**config.mk**
```make
export PLATFORM = sky130hd
export DESIGN_NAME = cps_sequencer
export DESIGN_NICKNAME = d
export VERILOG_FILES = /design/src/rtl/cps_pkg.sv /design/src/rtl/cps_sync_if.sv /design/src/rtl/cps_sequencer.sv /design/src/rtl/cps_sync2.sv
export VERILOG_INCLUDE_DIRS = /design/src /design/src/rtl
export SDC_FILE = /design/constraint.sdc
export NUM_CORES = 1
export LEC_CHECK = 0
export BUFFER_PORTS_ARGS = -buffer_cell sky130_fd_sc_hd__buf_2
export CAP_MARGIN = 0
export CORE_AREA = 2 2 82 84
export CTS_CLUSTER_DIAMETER = 100
export DETAILED_ROUTE_END_ITERATION = 10
export DIE_AREA = 0 0 84 86
export PLACE_DENSITY = 0.86
export SLEW_MARGIN = 20
export SYNTH_ARGS = -nofsm -noshare
export SYNTH_HDL_FRONTEND = slang
export SYNTH_HIERARCHICAL = 1
export SYNTH_SLANG_ARGS = --single-unit
```
**constraint.sdc**
```tcl
create_clock -name clk_i -period 3.6 [get_ports clk_i]
set_clock_uncertainty 0.1 [all_clocks]
set_input_delay 0.18 -clock clk_i [delete_from_list [all_inputs] [get_ports clk_i]]
set_output_delay 0.18 -clock clk_i [all_outputs]
set_load 0.005 [all_outputs]
```
**src/rtl/cps_map.svh**
```systemverilog
`ifndef CPS_MAP_SVH
`define CPS_MAP_SVH

// number of user pads in the top bank that are modelled
`define CPS_NUM_USER 8
// internal initialization time in cycles
`define CPS_INIT_CYCLES 16'h0040
// width of the initialization counter
`define CPS_INIT_W 16
// configuration mode encodings
`define CPS_MODE_SSPI 3'h0
`define CPS_MODE_I2C 3'h1
`define CPS_MODE_MSPI 3'h2
`define CPS_MODE_MQSPI 3'h3
`define CPS_MODE_CHAIN 3'h4
// pad indices of the shared configuration pads
`define CPS_PAD_SOUT 0
`define CPS_PAD_SIN 1
`define CPS_PAD_SCS 2
`define CPS_PAD_SCK 3
`define CPS_PAD_SDA 4
`define CPS_PAD_SCL 5
`define CPS_PAD_MCK 6
`define CPS_PAD_MCS 7
`define CPS_PAD_QIO0 8
`define CPS_PAD_QIO1 9
`define CPS_PAD_QIO2 10
`define CPS_PAD_QIO3 11
`define CPS_PAD_CHN 12
`define CPS_NUM_SHARED 13

`endif

```
**src/rtl/cps_pkg.sv**
```systemverilog
package cps_pkg;
   typedef enum logic [2:0] {
      CPS_ST_IDLE = 3'b000,
      CPS_ST_INIT = 3'b001,
      CPS_ST_WAIT_INIT = 3'b010,
      CPS_ST_LOAD = 3'b011,
      CPS_ST_WAIT_DONE = 3'b100,
      CPS_ST_USER = 3'b101
   } cps_state_type;
endpackage

```
**src/rtl/cps_sync_if.sv**
```systemverilog
`timescale 1ns/100ps
interface cps_sync_if;
   logic [2:0] raw;
   logic [2:0] synced;
   modport owner (output raw, input synced);
   modport sync (input raw, output synced);
endinterface

```
**src/rtl/cps_sequencer.sv**
```systemverilog
`timescale 1ns/100ps
`include "cps_map.svh"
// Functional notes
// - low level on restart input starts a new configuration sequence
// - init and done status pins are only pulled low or released
// - init status pin pulled low as soon as a sequence starts
// - init pin released when init ends; download only after release
// - download waits while init pin reads low
// - done pin held low throughout configuration
// - done pin released once configuration completes successfully
// - user mode not entered while done pin reads low
// - unused user pads tri-stated with pull-down during configuration
// - unused pads after configuration stay tri-stated with pull-down
// - slave SPI or I2C/I3C interface chosen at slave activation
// - shared pads unused by the mode are tri-stated during configuration
// - after completion shared pads go to user design
// - slave SPI uses four shared pads: out, in, select, clock
// - master SPI drives clock, select, data out and samples data in
// - quad SPI uses four bidirectional data pads reusing SPI data pads
// - daisy chain drives chip-select output to next device
// - I2C/I3C uses SDA and SCL pads; user mode may reuse them
// - user mode with JTAG select 1 maps slave SPI pads to JTAG
// - JTAG select 0 gives general use, 1 gives JTAG
module cps_sequencer (
   input wire logic clk_i,
   input wire logic sys_rst_i,
   input wire logic config_restart_n_i,
   input wire logic init_state_n_i,
   output logic init_state_n_o,
   output logic init_state_n_oe_o,
   input wire logic done_n_i,
   output logic done_n_o,
   output logic done_n_oe_o,
   input wire logic slave_spi_active_i,
   input wire logic slave_i2c_active_i,
   input wire logic master_mode_i,
   input wire logic quad_mode_i,
   input wire logic chain_mode_i,
   input wire logic load_ok_i,
   input wire logic jtag_sel_i,
   output logic load_busy_o,
   output logic user_mode_o,
   output logic [2:0] mode_o,
   input wire logic [`CPS_NUM_SHARED-1:0] shared_pad_i,
   output logic [`CPS_NUM_SHARED-1:0] shared_pad_o,
   output logic [`CPS_NUM_SHARED-1:0] shared_pad_oe_o,
   output logic [`CPS_NUM_SHARED-1:0] shared_pad_pd_o,
   input wire logic cfg_sout_i,
   input wire logic cfg_sck_i,
   input wire logic cfg_cs_n_i,
   input wire logic [3:0] cfg_qout_i,
   input wire logic [3:0] cfg_qoe_i,
   input wire logic cfg_sda_oe_i,
   input wire logic cfg_chain_cs_n_i,
   output logic [3:0] cfg_din_o,
   output logic cfg_sck_o,
   output logic cfg_cs_n_o,
   output logic cfg_scl_o,
   input wire logic [`CPS_NUM_SHARED-1:0] user_pad_out_i,
   input wire logic [`CPS_NUM_SHARED-1:0] user_pad_oe_i,
   input wire logic [`CPS_NUM_SHARED-1:0] user_pad_used_i,
   output logic [`CPS_NUM_SHARED-1:0] user_pad_in_o,
   input wire logic jtag_tdo_i,
   output logic jtag_tdi_o,
   output logic jtag_tms_o,
   output logic jtag_tck_o,
   input wire logic [`CPS_NUM_USER-1:0] top_user_pad_i,
   input wire logic [`CPS_NUM_USER-1:0] top_user_pad_out_i,
   input wire logic [`CPS_NUM_USER-1:0] top_user_pad_oe_i,
   input wire logic [`CPS_NUM_USER-1:0] top_user_pad_used_i,
   output logic [`CPS_NUM_USER-1:0] top_user_pad_o,
   output logic [`CPS_NUM_USER-1:0] top_user_pad_oe_o,
   output logic [`CPS_NUM_USER-1:0] top_user_pad_pd_o,
   output logic [`CPS_NUM_USER-1:0] top_user_pad_in_o
);
   cps_pkg::cps_state_type state_q;
   logic [`CPS_INIT_W-1:0] init_cnt_q;
   logic [2:0] mode_q;
   logic restart_s;
   logic init_s;
   logic done_s;
   logic [`CPS_NUM_SHARED-1:0] cfg_use;
   logic [`CPS_NUM_SHARED-1:0] cfg_out;
   logic [`CPS_NUM_SHARED-1:0] cfg_oe;
   logic cfg_phase;
   logic user_phase;
   cps_sync_if sif ();

   // pin levels into the clock domain
   assign sif.raw = {config_restart_n_i, init_state_n_i, done_n_i};
   assign restart_s = sif.synced[2];
   assign init_s = sif.synced[1];
   assign done_s = sif.synced[0];

   cps_sync2 u_sync (
      .clk_i(clk_i),
      .sys_rst_i(sys_rst_i),
      .sif(sif)
   );

   // configuration sequence
   always_ff @(posedge clk_i) begin
      if (sys_rst_i) begin
         state_q <= cps_pkg::CPS_ST_IDLE;
      end else if (!restart_s) begin
         state_q <= cps_pkg::CPS_ST_INIT;
      end else begin
         case (state_q)
            cps_pkg::CPS_ST_IDLE: begin
               state_q <= cps_pkg::CPS_ST_INIT;
            end
            cps_pkg::CPS_ST_INIT: begin
               if (init_cnt_q == `CPS_INIT_CYCLES) begin
                  state_q <= cps_pkg::CPS_ST_WAIT_INIT;
               end
            end
            cps_pkg::CPS_ST_WAIT_INIT: begin
               if (init_s) begin
                  state_q <= cps_pkg::CPS_ST_LOAD;
               end
            end
            cps_pkg::CPS_ST_LOAD: begin
               if (load_ok_i) begin
                  state_q <= cps_pkg::CPS_ST_WAIT_DONE;
               end
            end
            cps_pkg::CPS_ST_WAIT_DONE: begin
               if (done_s) begin
                  state_q <= cps_pkg::CPS_ST_USER;
               end
            end
            cps_pkg::CPS_ST_USER: begin
               state_q <= cps_pkg::CPS_ST_USER;
            end
            default: begin
               state_q <= cps_pkg::CPS_ST_IDLE;
            end
         endcase
      end
   end

   // initialization timer
   always_ff @(posedge clk_i) begin
      if (sys_rst_i || state_q != cps_pkg::CPS_ST_INIT) begin
         init_cnt_q <= '0;
      end else if (init_cnt_q != `CPS_INIT_CYCLES) begin
         init_cnt_q <= init_cnt_q + `CPS_INIT_W'(1);
      end
   end

   // mode capture at slave activation
   always_ff @(posedge clk_i) begin
      if (sys_rst_i) begin
         mode_q <= `CPS_MODE_SSPI;
      end else if (state_q == cps_pkg::CPS_ST_WAIT_INIT && init_s) begin
         if (slave_i2c_active_i && !slave_spi_active_i) begin
            mode_q <= `CPS_MODE_I2C;
         end else if (slave_spi_active_i) begin
            mode_q <= `CPS_MODE_SSPI;
         end else if (chain_mode_i) begin
            mode_q <= `CPS_MODE_CHAIN;
         end else if (quad_mode_i) begin
            mode_q <= `CPS_MODE_MQSPI;
         end else if (master_mode_i) begin
            mode_q <= `CPS_MODE_MSPI;
         end else begin
            mode_q <= `CPS_MODE_SSPI;
         end
      end
   end

   assign cfg_phase = (state_q != cps_pkg::CPS_ST_USER);
   assign user_phase = (state_q == cps_pkg::CPS_ST_USER);
   assign load_busy_o = (state_q == cps_pkg::CPS_ST_LOAD);
   assign user_mode_o = user_phase;
   assign mode_o = mode_q;

   // open-drain status pins: output always low, only enable moves
   assign init_state_n_o = 1'b0;
   assign done_n_o = 1'b0;
   assign init_state_n_oe_o = (state_q == cps_pkg::CPS_ST_INIT) || (state_q == cps_pkg::CPS_ST_IDLE);
   assign done_n_oe_o = (state_q != cps_pkg::CPS_ST_WAIT_DONE) && cfg_phase;

   // pad roles for the captured configuration mode
   always_comb begin
      cfg_use = '0;
      cfg_out = '0;
      cfg_oe = '0;
      if (state_q == cps_pkg::CPS_ST_LOAD) begin
         case (mode_q)
            `CPS_MODE_SSPI: begin
               cfg_use[`CPS_PAD_SOUT] = 1'b1;
               cfg_use[`CPS_PAD_SIN] = 1'b1;
               cfg_use[`CPS_PAD_SCS] = 1'b1;
               cfg_use[`CPS_PAD_SCK] = 1'b1;
               cfg_out[`CPS_PAD_SOUT] = cfg_sout_i;
               cfg_oe[`CPS_PAD_SOUT] = !shared_pad_i[`CPS_PAD_SCS];
            end
            `CPS_MODE_I2C: begin
               cfg_use[`CPS_PAD_SDA] = 1'b1;
               cfg_use[`CPS_PAD_SCL] = 1'b1;
               cfg_oe[`CPS_PAD_SDA] = cfg_sda_oe_i;
            end
            `CPS_MODE_MSPI: begin
               cfg_use[`CPS_PAD_MCK] = 1'b1;
               cfg_use[`CPS_PAD_MCS] = 1'b1;
               cfg_use[`CPS_PAD_QIO0] = 1'b1;
               cfg_use[`CPS_PAD_QIO1] = 1'b1;
               cfg_out[`CPS_PAD_MCK] = cfg_sck_i;
               cfg_out[`CPS_PAD_MCS] = cfg_cs_n_i;
               cfg_out[`CPS_PAD_QIO0] = cfg_sout_i;
               cfg_oe[`CPS_PAD_MCK] = 1'b1;
               cfg_oe[`CPS_PAD_MCS] = 1'b1;
               cfg_oe[`CPS_PAD_QIO0] = 1'b1;
            end
            `CPS_MODE_MQSPI: begin
               cfg_use[`CPS_PAD_MCK] = 1'b1;
               cfg_use[`CPS_PAD_MCS] = 1'b1;
               cfg_use[`CPS_PAD_QIO3:`CPS_PAD_QIO0] = 4'hF;
               cfg_out[`CPS_PAD_MCK] = cfg_sck_i;
               cfg_out[`CPS_PAD_MCS] = cfg_cs_n_i;
               cfg_out[`CPS_PAD_QIO3:`CPS_PAD_QIO0] = cfg_qout_i;
               cfg_oe[`CPS_PAD_MCK] = 1'b1;
               cfg_oe[`CPS_PAD_MCS] = 1'b1;
               cfg_oe[`CPS_PAD_QIO3:`CPS_PAD_QIO0] = cfg_qoe_i;
            end
            `CPS_MODE_CHAIN: begin
               cfg_use[`CPS_PAD_MCK] = 1'b1;
               cfg_use[`CPS_PAD_MCS] = 1'b1;
               cfg_use[`CPS_PAD_QIO0] = 1'b1;
               cfg_use[`CPS_PAD_QIO1] = 1'b1;
               cfg_use[`CPS_PAD_CHN] = 1'b1;
               cfg_out[`CPS_PAD_MCK] = cfg_sck_i;
               cfg_out[`CPS_PAD_MCS] = cfg_cs_n_i;
               cfg_out[`CPS_PAD_QIO0] = cfg_sout_i;
               cfg_out[`CPS_PAD_CHN] = cfg_chain_cs_n_i;
               cfg_oe[`CPS_PAD_MCK] = 1'b1;
               cfg_oe[`CPS_PAD_MCS] = 1'b1;
               cfg_oe[`CPS_PAD_QIO0] = 1'b1;
               cfg_oe[`CPS_PAD_CHN] = 1'b1;
            end
            default: begin
               cfg_use = '0;
            end
         endcase
      end
   end

   // shared pad drive: configuration role, JTAG, user, or parked
   always_comb begin
      shared_pad_o = '0;
      shared_pad_oe_o = '0;
      shared_pad_pd_o = '0;
      if (cfg_phase) begin
         shared_pad_o = cfg_out;
         shared_pad_oe_o = cfg_oe;
         shared_pad_pd_o = ~cfg_use;
      end else begin
         shared_pad_o = user_pad_out_i;
         shared_pad_oe_o = user_pad_oe_i & user_pad_used_i;
         shared_pad_pd_o = ~user_pad_used_i;
         if (jtag_sel_i) begin
            shared_pad_o[`CPS_PAD_SOUT] = jtag_tdo_i;
            shared_pad_oe_o[`CPS_PAD_SOUT] = 1'b1;
            shared_pad_oe_o[`CPS_PAD_SCK:`CPS_PAD_SIN] = 3'h0;
            shared_pad_pd_o[`CPS_PAD_SCK:`CPS_PAD_SOUT] = 4'h0;
         end
      end
   end

   // inputs towards configuration engine, JTAG and user logic
   assign cfg_din_o = (mode_q == `CPS_MODE_MQSPI) ? shared_pad_i[`CPS_PAD_QIO3:`CPS_PAD_QIO0] :
      (mode_q == `CPS_MODE_SSPI) ? {3'h0, shared_pad_i[`CPS_PAD_SIN]} :
      (mode_q == `CPS_MODE_I2C) ? {3'h0, shared_pad_i[`CPS_PAD_SDA]} :
      {3'h0, shared_pad_i[`CPS_PAD_QIO1]};
   assign cfg_sck_o = shared_pad_i[`CPS_PAD_SCK];
   assign cfg_cs_n_o = shared_pad_i[`CPS_PAD_SCS];
   assign cfg_scl_o = shared_pad_i[`CPS_PAD_SCL];
   assign jtag_tdi_o = user_phase && jtag_sel_i && shared_pad_i[`CPS_PAD_SIN];
   assign jtag_tms_o = user_phase && jtag_sel_i && shared_pad_i[`CPS_PAD_SCS];
   assign jtag_tck_o = user_phase && jtag_sel_i && shared_pad_i[`CPS_PAD_SCK];
   assign user_pad_in_o = user_phase ? shared_pad_i : '0;

   // ordinary top-bank user pads
   assign top_user_pad_o = user_phase ? top_user_pad_out_i : '0;
   assign top_user_pad_oe_o = user_phase ? (top_user_pad_oe_i & top_user_pad_used_i) : '0;
   assign top_user_pad_pd_o = user_phase ? ~top_user_pad_used_i : '1;
   assign top_user_pad_in_o = user_phase ? top_user_pad_i : '0;

   // checks
   property p_restart;
      @(posedge clk_i) disable iff (sys_rst_i)
      !restart_s |=> state_q == cps_pkg::CPS_ST_INIT;
   endproperty
   a_restart: assert property (p_restart) else $error("restart ignored");

   property p_od;
      @(posedge clk_i) disable iff (sys_rst_i)
      !init_state_n_o && !done_n_o;
   endproperty
   a_od: assert property (p_od) else $error("status pin driven high");

   property p_init_low;
      @(posedge clk_i) disable iff (sys_rst_i)
      state_q == cps_pkg::CPS_ST_INIT |-> init_state_n_oe_o;
   endproperty
   a_init_low: assert property (p_init_low) else $error("init pin not low");

   property p_init_rel;
      @(posedge clk_i) disable iff (sys_rst_i)
      load_busy_o |-> !init_state_n_oe_o && $past(init_s);
   endproperty
   a_init_rel: assert property (p_init_rel) else $error("load before init release");

   property p_hold_init;
      @(posedge clk_i) disable iff (sys_rst_i)
      state_q == cps_pkg::CPS_ST_WAIT_INIT && !init_s && restart_s |=> !load_busy_o;
   endproperty
   a_hold_init: assert property (p_hold_init) else $error("load while init held");

   property p_done_low;
      @(posedge clk_i) disable iff (sys_rst_i)
      load_busy_o |-> done_n_oe_o;
   endproperty
   a_done_low: assert property (p_done_low) else $error("done released early");

   property p_done_rel;
      @(posedge clk_i) disable iff (sys_rst_i)
      load_busy_o && load_ok_i && restart_s |=> !done_n_oe_o;
   endproperty
   a_done_rel: assert property (p_done_rel) else $error("done not released");

   property p_wake;
      @(posedge clk_i) disable iff (sys_rst_i)
      $rose(user_mode_o) |-> $past(done_s);
   endproperty
   a_wake: assert property (p_wake) else $error("woke with done low");

   property p_park;
      @(posedge clk_i) disable iff (sys_rst_i)
      !user_mode_o |-> top_user_pad_oe_o == '0 && top_user_pad_pd_o == '1;
   endproperty
   a_park: assert property (p_park) else $error("user pad active in config");

   property p_jtag;
      @(posedge clk_i) disable iff (sys_rst_i)
      user_mode_o && jtag_sel_i |-> shared_pad_oe_o[`CPS_PAD_SOUT] && shared_pad_o[`CPS_PAD_SOUT] == jtag_tdo_i;
   endproperty
   a_jtag: assert property (p_jtag) else $error("jtag tdo not mapped");

   c_load: cover property (@(posedge clk_i) disable iff (sys_rst_i) load_busy_o);
   c_user: cover property (@(posedge clk_i) disable iff (sys_rst_i) $rose(user_mode_o));
   c_quad: cover property (@(posedge clk_i) disable iff (sys_rst_i) load_busy_o && mode_q == `CPS_MODE_MQSPI);
   c_jtag: cover property (@(posedge clk_i) disable iff (sys_rst_i) user_mode_o && jtag_sel_i);
endmodule

```
**src/rtl/cps_sync2.sv**
```systemverilog
`timescale 1ns/100ps
// two-flop synchroniser for each bit of the carrier
module cps_sync2 (
   input wire logic clk_i,
   input wire logic sys_rst_i,
   cps_sync_if.sync sif
);
   logic [2:0] meta_q;
   logic [2:0] sync_q;

   // first stage feeds only the second stage
   always_ff @(posedge clk_i) begin
      if (sys_rst_i) begin
         meta_q <= 3'h7;
         sync_q <= 3'h7;
      end else begin
         meta_q <= sif.raw;
         sync_q <= meta_q;
      end
   end

   assign sif.synced = sync_q;
endmodule

```
Yosys cells after proc, flatten, opt, wreduce, memory -nomap -nowiden. Cells that the tools add are included.

Register bits after elaboration: 28. Bits in latches: 0. Bits in writable memories: 0. Memory bits (read-only): 0. Input bits: 110. Output and inout bits: 103. Word-level logic and storage cells: 97. Memories: 0.

Add/subtract/negate cells: 1. $mul: 0. Divide/modulo/power cells: 0. $lt $le $gt $ge: 0. Equal/unequal tests: 22. Shift operators: 0. Muxes and demuxes: 44. Bitwise operators: 6. Reductions and logical operators: 18.

Operator list (count): 13-bit two-way mux (5); 8-bit two-way mux (4); 3-bit two-way mux (9); 13-bit inverter (2); 4-bit two-way mux (5); 3-bit inequality test (second input constant) (6); 3-bit case mux with 6 select lines (1); 16-bit by 1-bit adder with 16-bit output (second input constant) (1); 16-bit by 7-bit == test with 1-bit output (second input constant) (1); 16-bit by 7-bit inequality test with 1-bit output (second input constant) (1); 7-bit two-way mux (2); 13-bit bitwise AND (1); 3-bit by 2-bit == test with 1-bit output (second input constant) (4); 1-bit two-way mux (12); 3-bit case mux with 2 select lines (2); 3-bit == test (second input constant) (3); 8-bit bitwise AND (1); 2-bit two-way mux (4); 8-bit inverter (1); 4-bit AND reduction (2); 1-bit logical AND (7); 3-bit by 1-bit == test with 1-bit output (second input constant) (2); 3-bit logical NOT (2); 2-bit by 1-bit inequality test with 1-bit output (second input constant) (2); other kinds (7) (11).

Logic depth before layout (Yosys ltp).
Depth in word-level cells: 6. Mapped depth: 8. Depth with buffers taken out: 6.

Cells and area by module. The synthesis kept the hierarchy.

Modules (own cells, without submodules): cps_sequencer (instances 1, cells each 280, area each 2033.2 sq um, sequential area each 440.4 sq um); cps_sync2 (instances 1, cells each 12, area each 157.7 sq um, sequential area each 120.1 sq um).

Worst setup path before layout. OpenSTA, ideal clock, no wires.

Path kind: reg-to-reg. Start point: register init_cnt_q[0]. End point: register state_q[0]. Setup time: 0.129 ns. Arrival: 1.292 ns. Data required time: 3.371 ns. Slack: 2.078 ns. Cell stages (with the launch flop): 7. Path buffers: 0. Period minus slack after synthesis: 1.522 ns. Cell sequence: dfxtp_1 > inv_1 > ha_1 > nor4b_2 > nand4_2 > nor4b_1 > a211oi_1.

Cells in the longest elaborated chain, start to end: 3.

Ends and longest elaborated chain: from (decl) (RTL line cps_sequencer.sv:77) `` logic [`CPS_INIT_W-1:0] init_cnt_q; ``; from (signal assigned) (RTL line cps_sequencer.sv:147) `` init_cnt_q <= init_cnt_q + `CPS_INIT_W'(1); ``; 16-bit by 7-bit == test with 1-bit output (no line); 3-bit inequality test (no line); 4-bit AND reduction (no line); to (signal assigned) (RTL line cps_sequencer.sv:104) `state_q <= cps_pkg::CPS_ST_IDLE;`; to (signal assigned) (RTL line cps_sequencer.sv:106) `state_q <= cps_pkg::CPS_ST_INIT;`; to (signal assigned) (RTL line cps_sequencer.sv:110) `state_q <= cps_pkg::CPS_ST_INIT;`; to (decl) (RTL line cps_sequencer.sv:76) `cps_pkg::cps_state_type state_q;`.

Every way passes these cells. A chain may end at the register's enable or synchronous reset.

Worst setup path after layout.
Start point: register state_q[2]. End point: output port shared_pad_pd_o[2].

Cells in the longest elaborated chain, start to end: 4. Elaborated cells between the ends (all ways): 5. Classes of those cells: eq/ne (2); mux (2); bitwise (1).

Ends and longest elaborated chain: 3-bit by 2-bit == test with 1-bit output (RTL line cps_sequencer.sv:189) `if (state_q == cps_pkg::CPS_ST_LOAD) begin`; 13-bit two-way mux (RTL line cps_sequencer.sv:189); 13-bit inverter (RTL line cps_sequencer.sv:257) `shared_pad_pd_o = ~cfg_use;`; 13-bit two-way mux (*) (RTL line cps_sequencer.sv:254) `if (cfg_phase) begin`; to (decl) (RTL line cps_sequencer.sv:47) `` output logic [`CPS_NUM_SHARED-1:0] shared_pad_pd_o, ``.

Mark *: on every way between the ends. The rest lies on a longest branch, timed or not.

==> impl_metrics.yaml <==
global_routing:
  grt_pass1_wl_mm: 14.1
  grt.total_usage: 0.243
  first_global_vias: 2757
  overflow: 0
  antenna_found_initial: 2
  grt_max_degree: 50
worst_setup_path:
  crit_arrival_ps: 2430
  start_kind: "flip-flop"
  cp-end-kind: "output port"
  path_max_fanout: 49
  critPathRequiredTime_ps: 3320
  rrSetupSlack_ps: 1680
  crit_type: "reg -> out"
  reg2reg_depth: 4
worst_hold_path:
  holdCritPathClass: "in -> reg"
  whs_path_depth: 3
synthesis:
  synth_edf_count: 0
  netlist.area_leader.share: 0.256
  syn_inst: 292
  yosysMostFrequentCell: "and3_1"
  ys_seq_area_frac: 0.256
  synth_cell_types: 53
  yosys-top-cells-area: "dfxtp_1, and3_1, a21oi_1, nor2_1, nand2_1"
  ys.warnings.count: 6
  ys_seq_elements: 28
  mappedNetlistArea_um2: 2190
  synth_ff_type: "dfxtp_1"
  synth_common_cells: "and3_1, dfxtp_1, nor2_1, nand2_1, a21oi_1"
  ys_async_sr_fraction: 0
  yosys.area.top_type: "dfxtp_1"
  synth.avg_cell_area_um2: 7.50
floorplanning:
  core_area_um2: 6280
  io_pins: 213
  die_w_um: 84
  dieArea_um2: 7220
  num_rows: 29
  initial_core_util: 0.349
  die_h_um: 86
placed_design:
  hpwl_mm: 7.50
  dp_slack_ps: 1230
  portBuffers: 210
  place_congestion: 0.835
  dpl-instance-area_um2: 3220
  dp.cells: 558
final_layout:
  fillCellCount: 626
  finalNonFillerCells: 566
  drive_above_1_share: 0.482
  final_area_um2: 3300
  fin_util: 0.526
  final_net_count: 601
  area_delta_synth_final_pct: 50.8
power:
  leakage_nw: 1.83
  combinationalPowerShare: 0.168
  seqPwrFrac: 0.514
  clkPwrFrac: 0.318
  finalPower_mw: 0.618
  p_sw_mw: 0.149
  p_per_area_nw_per_um2: 187
  p_int_mw: 0.469
  vdd.ir_drop.worst_mv: 0.237
  netSwitchingFraction: 0.242
clock_tree:
  cts_tree: "built"
  path_clk_slew_ps: 90
  cts_root_buffer: "clkbuf_8"
  cts_hold_buf: 3
  cts.sinks: 28
  clockBufferDepth: 2
  ctsHtreeMaxLevel: 1
  cts_resized: 0
  clk_latency_ps: 280
  cts_buffers: 3
  post_cts_buffers: 0
sta:
  fin_ws_ps: 894
  fin_crit_ps: 2710
  tightest_slew_ps: 726
  setup_viol: 0
  slew_violations: 0
  max_freq_mhz: 370
  holdWs_ps: 79.0
  slew_headroom: 0.513
  hold_viol: 0
  rsz0062_at_grt: "false"
  post-route-period-util: 0.752
  tns_ps: 0
routing:
  wirelength_mm: 9.20
  firstDrtPassIters: 4
  wire_per_inst_um: 16.3
  drt_iter0_drc: 128
  via_per_inst: 5.24
  ant_nets: 0
  post-route-drc-count: 0
  vias: 2966
outcome:
  outcome: "finished, final reports clean"
flow_run:
  maxCapViolCount: 0
[cell usage in the layout (no fill, tap or decap), types with 3 or more instances in the layout]
cell type	count
buf_2	210
dlygate4sd3_1	3
nand3b_1	3
a31o_2	4
nor4_1	3
a22oi_1	3
and3_1	52
nor2b_1	3
xnor2_1	9
nand2_1	22
nand3_1	4
a22o_1	6
dfxtp_1	28
nor4b_2	4
inv_1	12
clkbuf_8	4
nand2b_1	3
nor2_1	27
or3_1	4
nand4_1	3
a21oi_1	21
nor3_1	7
or2_1	6
o21ai_0	8
[area by class of cell]
class	count	area, um^2	area share
repair buffers	215	1100	0.332
inverters	13	48.8	0.0148
clock buffers	4	55.1	0.0167
flip-flops and latches	28	561	0.170
multi-input cells	228	1450	0.437
well taps	77	96.3	0.0292
diodes	1	2.50	0.000757
[power groups by stage]
stage / Clock [mW] / Sequential (mW) / Combinational (mW)
2_1_floorplan: 0 / 0.324 / 0.0279
3_3_place_gp: 0 / 0.325 / 0.0967
3_5_place_dp: 0 / 0.325 / 0.0994
4_1_cts: 0.198 / 0.318 / 0.102
5_1_grt: 0.216 / 0.318 / 0.114
6_report: 0.197 / 0.318 / 0.104
[path summary, 6_finish.rpt]
check | to | startpoint
worst min register to register | u_sync/sif.synced[0] | u_sync/meta_q[0]
worst min-delay path | mode_o[1] | chain_mode_i
worst max-delay path | shared_pad_pd_o[2] | state_q[2]
worst max register to register | init_cnt_q[13] | state_q[0]
[worst max-delay path: stages, from the launching register on]
cell	delay, ps
dfxtp_1	470
nor2b_2	180
buf_4	290
nand2_2	130
inv_2	530
nand2b_1	210
o21ai_0	190
buf_2	140
[flip-flops by register name, indices dropped and copies added (netlist names)]
name and count:
state_q 3, init_cnt_q 16, u_sync/meta_q 3, mode_o 3, u_sync/sif.synced 3
[metal layers]
layer / vias up / global-route usage / share of wire
met3: 16 / 0.0664 / 0.092
met4: 4 / 0.0572 / 0.011
met2: 145 / 0.400 / 0.46
li1: 1434 / - / -
met1: 1367 / 0.319 / 0.43
met5: - / 0 / 0.0018
[cells by family after synthesis]
family          Yosys count  synth area share
xor+xnor                 11            0.0440
compound gates           56             0.171
fa+ha+maj                 2            0.0114
flops                    28             0.256
buf+inv                  37            0.0874
other cells               1           0.00171
simple gates            155             0.419
mux                       2           0.00914
Note: power is estimated with default switching activity, not from simulation.
